<file path="config.mk">
export PLATFORM = sky130hd
export DESIGN_NAME = atfw_port
export DESIGN_NICKNAME = d
export VERILOG_FILES = /design/src/atfw_ack_log.v /design/src/atfw_port.v
export VERILOG_INCLUDE_DIRS = /design/src
export SDC_FILE = /design/constraint.sdc
export NUM_CORES = 2
export LEC_CHECK = 0
export BUFFER_PORTS_ARGS = -buffer_cell sky130_fd_sc_hd__buf_2
export CAP_MARGIN = 15
export CORE_MARGIN = 3
export CORE_UTILIZATION = 56
export CTS_BUF_LIST = sky130_fd_sc_hd__clkbuf_16
export DETAILED_ROUTE_END_ITERATION = 7
export PLACE_DENSITY = 0.73
export SLEW_MARGIN = 20
export SYNTH_ARGS = -nofsm -noshare
export SYNTH_HDL_FRONTEND = slang
export SYNTH_SLANG_ARGS = --single-unit
</file>
<file path="constraint.sdc">
create_clock -name clk -period 6.9 [get_ports clk]
set_input_delay 1.38 -clock clk [delete_from_list [all_inputs] [get_ports clk]]
set_output_delay 1.38 -clock clk [all_outputs]
set_load 0.005 [all_outputs]
</file>
<file path="src/atfw_map.vh">
// register offsets, field positions and codes of the async transmit fifo write port
`ifndef ATFW_MAP_VH
`define ATFW_MAP_VH
// host bus register offsets
`define ATFW_OFS_ACK_LOG     8'h48
`define ATFW_OFS_FIRST       8'h80
`define ATFW_OFS_CONTINUE    8'h84
`define ATFW_OFS_COMMIT      8'h8C
`define ATFW_OFS_WHOLE       8'hA0
// ack log readout field positions
`define ATFW_CNT_LSB         0
`define ATFW_CNT_MSB         2
`define ATFW_TCODE_LSB       4
`define ATFW_TCODE_MSB       7
`define ATFW_LABEL_LSB       8
`define ATFW_LABEL_MSB       15
`define ATFW_NODE_LSB        16
`define ATFW_NODE_MSB        21
`define ATFW_ACK_LSB         24
`define ATFW_ACK_MSB         27
`define ATFW_ERR_BIT         28
// reset values
`define ATFW_ACK_LOG_RST     32'h00000000
`define ATFW_TX_ACK_RST      5'h00
// codes
`define ATFW_ACK_TIMEOUT     5'h10
`define ATFW_ACK_COMPLETE    4'h1
`define ATFW_TCODE_STREAM    4'hA
`define ATFW_NODE_BCAST      6'h3F
`define ATFW_LOG_DEPTH       6
`endif

</file>
<file path="src/atfw_ack_log.v">
// six-entry acknowledge log, oldest at index zero, drops oldest when full
`timescale 1ns/1ps
module atfw_ack_log #(
    parameter DEPTH = 6,
    parameter W     = 25,
    parameter CW    = 3
) (
    // clock and reset
    input  wire          clk,
    input  wire          rst_n,
    // fill side
    input  wire          push,
    input  wire [W-1:0]  push_data,
    // drain side
    input  wire          pop,
    output wire [W-1:0]  head,
    output reg  [CW-1:0] count
);
    reg [W-1:0] mem [0:DEPTH-1];
    integer     i;
    wire        do_pop  = pop && (count != {CW{1'b0}});
    wire        full    = (count == DEPTH[CW-1:0]);
    // a shift happens on a pop, or on a push that overruns a full log
    wire        shift   = do_pop || (push && full);

    assign head = mem[0];

    // shift-down store; simple because depth is tiny
    always @(posedge clk or negedge rst_n) begin
        if (!rst_n) begin
            for (i = 0; i < DEPTH; i = i + 1) begin
                mem[i] <= {W{1'b0}};
            end
            count <= {CW{1'b0}};
        end else begin
            if (shift) begin
                for (i = 0; i < DEPTH - 1; i = i + 1) begin
                    mem[i] <= mem[i + 1];
                end
                mem[DEPTH-1] <= {W{1'b0}};
            end
            if (push) begin
                if (shift) begin
                    mem[count - 1'b1] <= push_data;
                end else begin
                    mem[count] <= push_data;
                end
            end
            if (push && !shift) begin
                count <= count + 1'b1;
            end else if (do_pop && !push) begin
                count <= count - 1'b1;
            end
        end
    end
endmodule

</file>
<file path="src/atfw_port.v">
// host write port of the async transmit fifo with commit, error and ack logging
`timescale 1ns/1ps
`include "atfw_map.vh"
module atfw_port #(
    parameter AW = 6
) (
    // clock and reset
    input  wire        clk,
    input  wire        rst_n,
    // host bus, synchronous to clk
    input  wire        cs_n,
    input  wire        wr_n,
    input  wire [7:0]  addr,
    input  wire [31:0] wdata,
    output reg  [31:0] rdata,
    output reg         cycle_ack_n,
    // transmitter side
    input  wire        tx_rd,
    output reg         tx_avail,
    output reg  [32:0] tx_quad,
    input  wire        tx_sent,
    input  wire        arb_timeout,
    output reg         arb_request,
    // acknowledge capture
    input  wire        ack_in_valid,
    input  wire [3:0]  ack_in_code,
    input  wire        ack_in_err,
    input  wire        ack_timeout,
    output reg  [4:0]  transmit_ack_field,
    // control and status
    input  wire        async_fifo_clear,
    input  wire        transmit_ready_clear,
    output reg         async_fifo_empty_flag,
    output reg         transmit_ready_irq,
    output reg         ack_valid_flag,
    output reg         async_bad_packet_irq,
    output reg         async_send_allowed
);
    // fifo depth in quadlets; fill has one extra bit so that full is visible
    localparam [AW:0] DEPTH = {1'b1, {AW{1'b0}}};

    // storage and the write, read and release pointers, all wrapping together
    reg  [32:0]   mem [0:(1<<AW)-1];
    reg  [AW-1:0] wptr;
    reg  [AW-1:0] rptr;
    reg  [AW-1:0] rel_ptr;
    reg  [AW:0]   fill;
    // packet framing
    reg           pkt_open;
    reg           burst_act;
    // host select of the previous clock
    reg           cs_q_n;
    reg  [31:0]   cur_first;

    // ack log head entry and its count
    wire [24:0]   log_head;
    wire [2:0]    log_count;

    // host cycle decode
    wire wr_cyc     = !cs_n && !wr_n;
    // each write window is a full byte offset match
    wire hit_first  = wr_cyc && (addr == `ATFW_OFS_FIRST);
    wire hit_cont   = wr_cyc && (addr == `ATFW_OFS_CONTINUE);
    wire hit_commit = wr_cyc && (addr == `ATFW_OFS_COMMIT);
    wire hit_whole  = wr_cyc && (addr == `ATFW_OFS_WHOLE);

    // a read starts on the first select cycle, so a long select pops the log once
    wire rd_start   = !cs_n && wr_n && cs_q_n;
    wire log_pop    = rd_start && (addr == `ATFW_OFS_ACK_LOG);

    wire bad_first  = (hit_cont || hit_commit) && !pkt_open;
    // transmitter drained past what the host supplied
    wire underflow  = tx_rd && !tx_avail;
    // a clear in the same cycle wins over a new error
    wire go_bad     = (bad_first || underflow) && !async_fifo_clear;

    // writes while full or in bad state are dropped; no wait state exists to stall the host
    wire room       = (fill != DEPTH);
    // every window pushes; the address only picks control bit and commit
    wire any_hit    = hit_first || hit_cont || hit_commit || hit_whole;
    wire do_push    = any_hit && room && async_send_allowed && !bad_first;
    // control bit one for 80h and the opening A0h quadlet
    wire ctrl_bit   = hit_first || (hit_whole && !burst_act);

    // burst ends when select leaves A0h, which commits
    wire burst_end  = burst_act && !hit_whole;
    // continue-update commits including the word just written
    wire commit     = (hit_commit && do_push) || burst_end;

    // a pop needs a released word; a pop without one is an underflow
    wire do_pop     = tx_rd && tx_avail;
    // write pointer after this push, wrapping with the fifo
    wire [AW-1:0] wptr_inc = wptr + 1'b1;

    // only words below the release pointer are visible
    wire [AW-1:0] next_rel   = (hit_commit && do_push) ? wptr_inc : wptr;
    // read pointer one pop ahead
    wire [AW-1:0] next_rptr  = do_pop ? rptr + 1'b1 : rptr;
    // a commit in this cycle counts at once, so the word can leave next clock
    wire [AW-1:0] rel_eff    = commit ? next_rel : rel_ptr;
    wire          next_avail = (next_rptr != rel_eff) && !go_bad && async_send_allowed
                               && !async_fifo_clear;

    // streaming and broadcast packets expect no remote ack
    wire no_ack_pkt = (cur_first[`ATFW_TCODE_MSB:`ATFW_TCODE_LSB] == `ATFW_TCODE_STREAM)
                   || (cur_first[`ATFW_NODE_MSB:`ATFW_NODE_LSB] == `ATFW_NODE_BCAST);
    // no remote ack comes for these, so the send itself logs an entry
    wire stream_done = tx_sent && no_ack_pkt;
    // only the first ack of a transmit-ready period is taken
    wire ack_take    = ack_in_valid && !ack_valid_flag && !no_ack_pkt;
    // each logged entry also sets ack-valid, and the ack field unless a timeout comes in the same cycle
    wire log_push    = ack_take || stream_done;
    wire [3:0] log_code = stream_done ? `ATFW_ACK_COMPLETE : ack_in_code;
    wire       log_err  = stream_done ? 1'b0 : ack_in_err;
    wire [24:0] log_entry = {log_err, log_code, 2'b00,
                             cur_first[`ATFW_NODE_MSB:`ATFW_NODE_LSB],
                             cur_first[`ATFW_LABEL_MSB:`ATFW_LABEL_LSB],
                             cur_first[`ATFW_TCODE_MSB:`ATFW_TCODE_LSB]};
    // count in the low bits, bit 3 reads zero
    wire [31:0] log_readout = {3'b000, log_head, 1'b0, log_count};

    // fifo storage has no reset; pointers alone define its content
    always @(posedge clk) begin
        if (do_push) begin
            // quadlet captured on every edge with an accepted write (do_push)
            mem[wptr] <= {ctrl_bit, wdata};
        end
    end

    // pointers, fill level and packet framing
    always @(posedge clk or negedge rst_n) begin
        if (!rst_n) begin
            wptr      <= {AW{1'b0}};
            rptr      <= {AW{1'b0}};
            rel_ptr   <= {AW{1'b0}};
            fill      <= {(AW+1){1'b0}};
            pkt_open  <= 1'b0;
            burst_act <= 1'b0;
            tx_avail  <= 1'b0;
            tx_quad   <= 33'h000000000;
            cur_first <= 32'h00000000;
        end else if (async_fifo_clear) begin
            wptr      <= {AW{1'b0}};
            rptr      <= {AW{1'b0}};
            rel_ptr   <= {AW{1'b0}};
            fill      <= {(AW+1){1'b0}};
            pkt_open  <= 1'b0;
            burst_act <= 1'b0;
            tx_avail  <= 1'b0;
        end else begin
            if (do_push) begin
                wptr <= wptr_inc;
            end
            // read pointer follows every pop
            rptr <= next_rptr;
            if (commit) begin
                rel_ptr <= next_rel;
            end
            // fill guards the write side only; push and pop together leave it
            fill <= fill + {{AW{1'b0}}, do_push} - {{AW{1'b0}}, do_pop};
            // continue writes leave the packet open and unreleased
            if (hit_first || (hit_whole && !burst_act)) begin
                pkt_open <= 1'b1;
            end else if (burst_end || go_bad) begin
                pkt_open <= 1'b0;
            end
            // a gap in select ends the burst
            burst_act <= hit_whole && async_send_allowed;
            // release shows one clock after the commit, never earlier
            tx_avail  <= next_avail;
            if (do_pop) begin
                tx_quad <= mem[rptr];
                // header fields of a first quadlet feed the ack log entry
                if (mem[rptr][32]) begin
                    cur_first <= mem[rptr][31:0];
                end
            end
        end
    end

    // bad state holds async traffic off until fifo clear
    always @(posedge clk or negedge rst_n) begin
        if (!rst_n) begin
            async_bad_packet_irq <= 1'b0;
            async_send_allowed   <= 1'b1;
        end else if (async_fifo_clear) begin
            async_bad_packet_irq <= 1'b0;
            async_send_allowed   <= 1'b1;
        end else if (go_bad) begin
            async_bad_packet_irq <= 1'b1;
            async_send_allowed   <= 1'b0;
        end
    end

    // empty flag, arbitration request and transmit-ready
    always @(posedge clk or negedge rst_n) begin
        if (!rst_n) begin
            async_fifo_empty_flag <= 1'b1;
            arb_request           <= 1'b0;
            transmit_ready_irq    <= 1'b0;
        end else begin
            // commit on empty clears flag and requests bus
            arb_request <= commit && async_fifo_empty_flag;
            // the send test further down is later, so a send in the same cycle wins
            if (commit && async_fifo_empty_flag) begin
                async_fifo_empty_flag <= 1'b0;
            end
            // sent sets empty, arbitration timeout leaves it zero
            if (tx_sent || async_fifo_clear) begin
                async_fifo_empty_flag <= 1'b1;
            end
            // set wins over a clear in the same cycle
            if (tx_sent || arb_timeout) begin
                transmit_ready_irq <= 1'b1;
            end else if (transmit_ready_clear) begin
                transmit_ready_irq <= 1'b0;
            end
        end
    end

    // ack-valid flag and transmit ack field
    always @(posedge clk or negedge rst_n) begin
        if (!rst_n) begin
            ack_valid_flag     <= 1'b0;
            transmit_ack_field <= `ATFW_TX_ACK_RST;
        end else begin
            // only one ack captured per transmit-ready period
            if (log_push) begin
                ack_valid_flag <= 1'b1;
            end else if (transmit_ready_clear) begin
                ack_valid_flag <= 1'b0;
            end
            // timeout overrides with the no-response code
            if (ack_timeout) begin
                transmit_ack_field <= `ATFW_ACK_TIMEOUT;
            end else if (log_push) begin
                transmit_ack_field <= {1'b0, log_code};
            end
        end
    end

    // host read data and cycle acknowledge, one cycle behind select
    always @(posedge clk or negedge rst_n) begin
        if (!rst_n) begin
            cs_q_n      <= 1'b1;
            cycle_ack_n <= 1'b1;
            rdata       <= `ATFW_ACK_LOG_RST;
        end else begin
            // select of the previous clock marks the first cycle of a read
            cs_q_n      <= cs_n;
            // acknowledge trails select by one clock
            cycle_ack_n <= cs_n;
            // value sampled before the pop takes effect
            if (log_pop) begin
                rdata <= log_readout;
            end else if (rd_start) begin
                rdata <= 32'h00000000;
            end
        end
    end

    // six-entry ack log, read pops, full drops oldest
    atfw_ack_log #(
        .DEPTH (`ATFW_LOG_DEPTH),
        .W     (25),
        .CW    (3)
    ) u_ack_log (
        .clk       (clk),
        .rst_n     (rst_n),
        .push      (log_push),
        .push_data (log_entry),
        .pop       (log_pop),
        .head      (log_head),
        .count     (log_count)
    );
endmodule

</file>
==> results.txt <==
The H-tree was split into 4 levels. Clock latency on the worst-skew pair, taken at its later pin, is 0.86 ns. After the last flow step, the layout net total stands at 5173. The count of nets left with antenna violations once routing finished came out at 0. The worst path in the final design needs a cycle of 5.362 ns, including I/O delays and setup. Number of pins with negative max-slew slack in the final report: 0. The startpoint identified for the worst register-to-register timing path is rptr[1]$_DFF_PN0_.

The via density per instance is 6.718. The register bit count reported by yosys is 2384. The width of the die was 413.4 um. The leading register cell type out of synthesis is edfxtp_1. The worst hold path belongs to the class register to register.

The die is 413.4 um tall. The buffer cell driving the clock tree root was clkbuf_16. The remaining routing DRC violations is 0. The library cell used most frequently in the layout, excluding fill and tap cells, is edfxtp_1. For this run the aggregate overflow at the end of global routing stands at 0.

For the die footprint, the log shows 0.1709 mm2. Setup repair after global routing left no endpoint under its margin. STA puts the critical path data required time at 7.43 ns. Count of final setup violators: 0. The tools report the number of antenna violations at the first check in global routing as 8. Static timing analysis puts the maximum clock frequency at 0.1865 GHz. The starting density of the core is 56.71%. STA classifies the critical path startpoint as a primary input. The synthesized area divided by synthesized cell count was 18.98 um2. Counting distinct cell types in the post-synthesis netlist gives 81. The wire length of the first global-routing pass was 347400 um; the layout cell share with drive strength beyond 1 was 19.95%.

The number of gates resized after CTS was 0. Worst-case clock skew: 0.03708 ns. Detailed routing inserted a total of 50150 vias. The number of fill cells in the layout was 10980; the number of cells traversed by the worst register-to-register path was 8. The share of the cycle needed by the critical path after routing is 77.70%, and the slew at the pin with the worst max-slew slack is 1.192 ns.

The tools report the final number of hold-violating endpoints as 0. Worst endpoint data arrival time: 5.89 ns. The setup check on the worst reg-to-reg path leaves a slack of 2.52 ns.

The length of the first detailed-routing pass in iterations is 6. The top cell types in the final layout, fill and taps aside, are 2112 x edfxtp_1, 499 x mux2i_1, 328 x mux4_2. OpenSTA, run right after detailed placement, puts the worst setup slack at 0.9508 ns.

After floorplanning, the core was divided into 148 placement rows. After legalization and detailed placement, the total HPWL measured 136900 um. Endpoint of the worst register-to-register path: tx_quad[31]$_DFFE_PN0P_. The run gives 75.57% as the sequential-to-total area share from yosys stat. The cell count after synthesis came out at 4895. Across the run, the number of max-cap violations was 0. The logs give 4.0% for the combinational group share of total power and 3 for the maximum root-to-sink buffer count. In this run the worst setup path begins at addr[7]. The maximum fanout encountered on the critical timing path is 15. The tools report the number of setup buffers added after CTS as 0. After synthesis the cells add up to 0.09293 mm2. TritonCTS created 226 clock buffers. Measured against its own limit, the worst slew margin works out to 20.33%. The run gives 0 ns as the setup TNS.

The flow ran to the end, and the final reports show no timing, DRC or antenna violations. The run gives 0 as the number of buffers inserted by hold repair at cts. The worst setup path is captured at a register. Net switching is 21.45% of the power. The sequential share of power was 56.0%.

In this run, the number of DRC markers left after iteration 0 of detailed routing was 6748. For this design the total switching power over the nets is 6.267 mW. The count of buffers inserted at the top-level ports was 129; the number of flops mapped to enable cells by yosys was 2112. Clock-pin slew was measured on the worst setup and hold paths at 0.06 ns. The internal cell power is 22.95 mW, and the clock network power share is 40.0%. For the routability-driven placement congestion ratio, the log shows 0.9026. Entering global routing, the biggest net connects 180 pins.

The final layout contains routed wiring with a total length of 241000 um. The number of global-route vias before repair was 49470. The most critical setup path has its endpoint at mem[0][16]$_DFFE_PP_. Global routing used 28.35% of the available tracks across all layers. In this run the count of I/O pins placed on the die edge is 134. Across the VDD grid, the largest voltage drop is 0.2692 mV.

In this run the standard cell core region covers 0.1639 mm2. Total power for the finished layout comes to 29.22 mW. The tools report the synthesis warning total as 0. For this run, asynchronously set or reset flops after synthesis account for 11.41%. In this run the static leakage power is 32.82 nW. Compared with the post-synthesis result, the final layout area differs by 11.90%.

After layout, the worst setup slack is 1.538 ns. The post-route non-filler standard cell count is 7464. The clock net in this run drives a total of 2384 sinks. The routed length per instance was 32.29 um; the cell count after placement was 7045. The critical path in this run is classified as primary input to register. TritonCTS built the clock tree.

The power density over cell area is 281.0 mW/mm2.
[area by class of cell]
class                      instances  area, um2  share of cell area [%]
clock inverter                   181       1195                   1.149
clock buffer                     230       5756                   5.535
sequential                      2384      70250                   67.55
antenna                            5      12.51                 0.01203
inverter                          41      158.9                  0.1528
tap                             2175       2721                   2.617
timing repair buffer             273       2218                   2.133
multi-input combinational       2175      21680                   20.85
[power by group through the flow]
stage	logic [mW]	registers [mW]	clock network, mW
floorplan	0.742	16.5	0
detailed placement	1.13	16.7	0
global placement	1.08	16.6	0
CTS	1.14	16.4	11.8
finish	1.16	16.4	11.7
global route	1.29	16.4	12.4
[critical path: stages]
cell and delay [ns]:
buf_2 0.20, nor4b_2 0.93, o211ai_2 0.43, nor2_1 0.54
nand3b_1 0.86, nor2_4 1.15, buf_4 0.37
[layer usage]
layer  up-vias  wire [um]  part of all wire, %  track usage, %
li1      20570          -                    -               -
met1     26150      90930                   38           39.65
met2      2922     114300                   47           44.02
met3       502      27060                   11           6.900
met4         2       8675                  3.6           10.12
met5         -         13               0.0054               0
[worst min-delay path by stage]
stage,from,endpoint,slack [ns],cells past startpoint
floorplan,u_ack_log.mem[18]$_DFF_PN0_,u_ack_log.mem[18]$_DFF_PN0_,0.45,1
global placement,transmit_ack_field[4]$_DFFE_PN0P_,transmit_ack_field[4]$_DFFE_PN0P_,0.46,1
detailed placement,transmit_ack_field[4]$_DFFE_PN0P_,transmit_ack_field[4]$_DFFE_PN0P_,0.46,1
CTS,transmit_ack_field[4]$_DFFE_PN0P_,transmit_ack_field[4]$_DFFE_PN0P_,0.48,1
global route,transmit_ack_field[4]$_DFFE_PN0P_,transmit_ack_field[4]$_DFFE_PN0P_,0.49,1
finish,transmit_ack_field[4]$_DFFE_PN0P_,transmit_ack_field[4]$_DFFE_PN0P_,0.47,1
[metrics by stage]
| step | area (um2) | hold WS [ns] | utilization (%) |
|---|---|---|---|
| after floorplan | 92950 | 0.4534 | - |
| after global placement | 96820 | 0.4592 | 59.08 |
| after detailed placement | 96870 | 0.4615 | 59.11 |
| after CTS | 103800 | 0.4752 | 63.35 |
| after global routing | 104000 | 0.4922 | 63.45 |
| final | 104000 | 0.4734 | 63.46 |
[registers in the layout (all words and copies together), names as in the netlist, 3 cells and up]
signal	flops
u_ack_log.head	25
wptr	6
tx_quad	33
transmit_ack_field	5
fill	7
rel_ptr	6
cur_first	18
u_ack_log.count	3
mem	2112
rptr	6
rdata	28
u_ack_log.mem	125
[cells by family after synthesis]
logic type / count (synthesis) / share of synthesized area, %
other cells: 1 / 0.004035
xor+xnor: 24 / 0.2262
simple gates: 402 / 1.911
flops: 2384 / 75.57
mux: 873 / 13.88
buf+inv: 339 / 1.754
fa+ha+maj: 16 / 0.2235
compound gates: 856 / 6.424
[synth_stat cells (4+ instances only)]
| cell type | count | area share, % |
|---|---|---|
| or3_1 | 14 | 0.094 |
| and2_1 | 9 | 0.061 |
| o32a_1 | 4 | 0.043 |
| buf_2 | 82 | 0.44 |
| mux2i_1 | 499 | 5.4 |
| a22oi_1 | 5 | 0.040 |
| o22ai_1 | 210 | 1.4 |
| o21ai_0 | 16 | 0.086 |
| a21oi_1 | 226 | 1.2 |
| o21bai_1 | 5 | 0.040 |
| o22a_1 | 8 | 0.075 |
| mux4_2 | 328 | 7.9 |
| nand2_1 | 175 | 0.71 |
| buf_4 | 30 | 0.24 |
| edfxtp_1 | 2112 | 68 |
| nor4_1 | 5 | 0.034 |
| nor2_1 | 136 | 0.55 |
| and3_1 | 4 | 0.027 |
| buf_1 | 24 | 0.097 |
| xnor2_1 | 14 | 0.13 |
| nand2b_1 | 5 | 0.034 |
| buf_6 | 17 | 0.21 |
| a31oi_1 | 5 | 0.034 |
| a22o_1 | 48 | 0.45 |
| or3b_2 | 5 | 0.047 |
| inv_1 | 39 | 0.16 |
| ha_1 | 15 | 0.20 |
| a211oi_1 | 40 | 0.32 |
| nand3_1 | 10 | 0.054 |
| mux2_2 | 45 | 0.55 |
| o21ai_1 | 9 | 0.048 |
| o221ai_1 | 233 | 2.2 |
| nor3_1 | 10 | 0.054 |
| dfrtp_1 | 269 | 7.2 |
| nand3b_1 | 7 | 0.057 |
| a21o_1 | 13 | 0.11 |
| clkbuf_1 | 143 | 0.58 |
| xor2_1 | 10 | 0.094 |
Note: power is estimated with default switching activity, not from simulation.
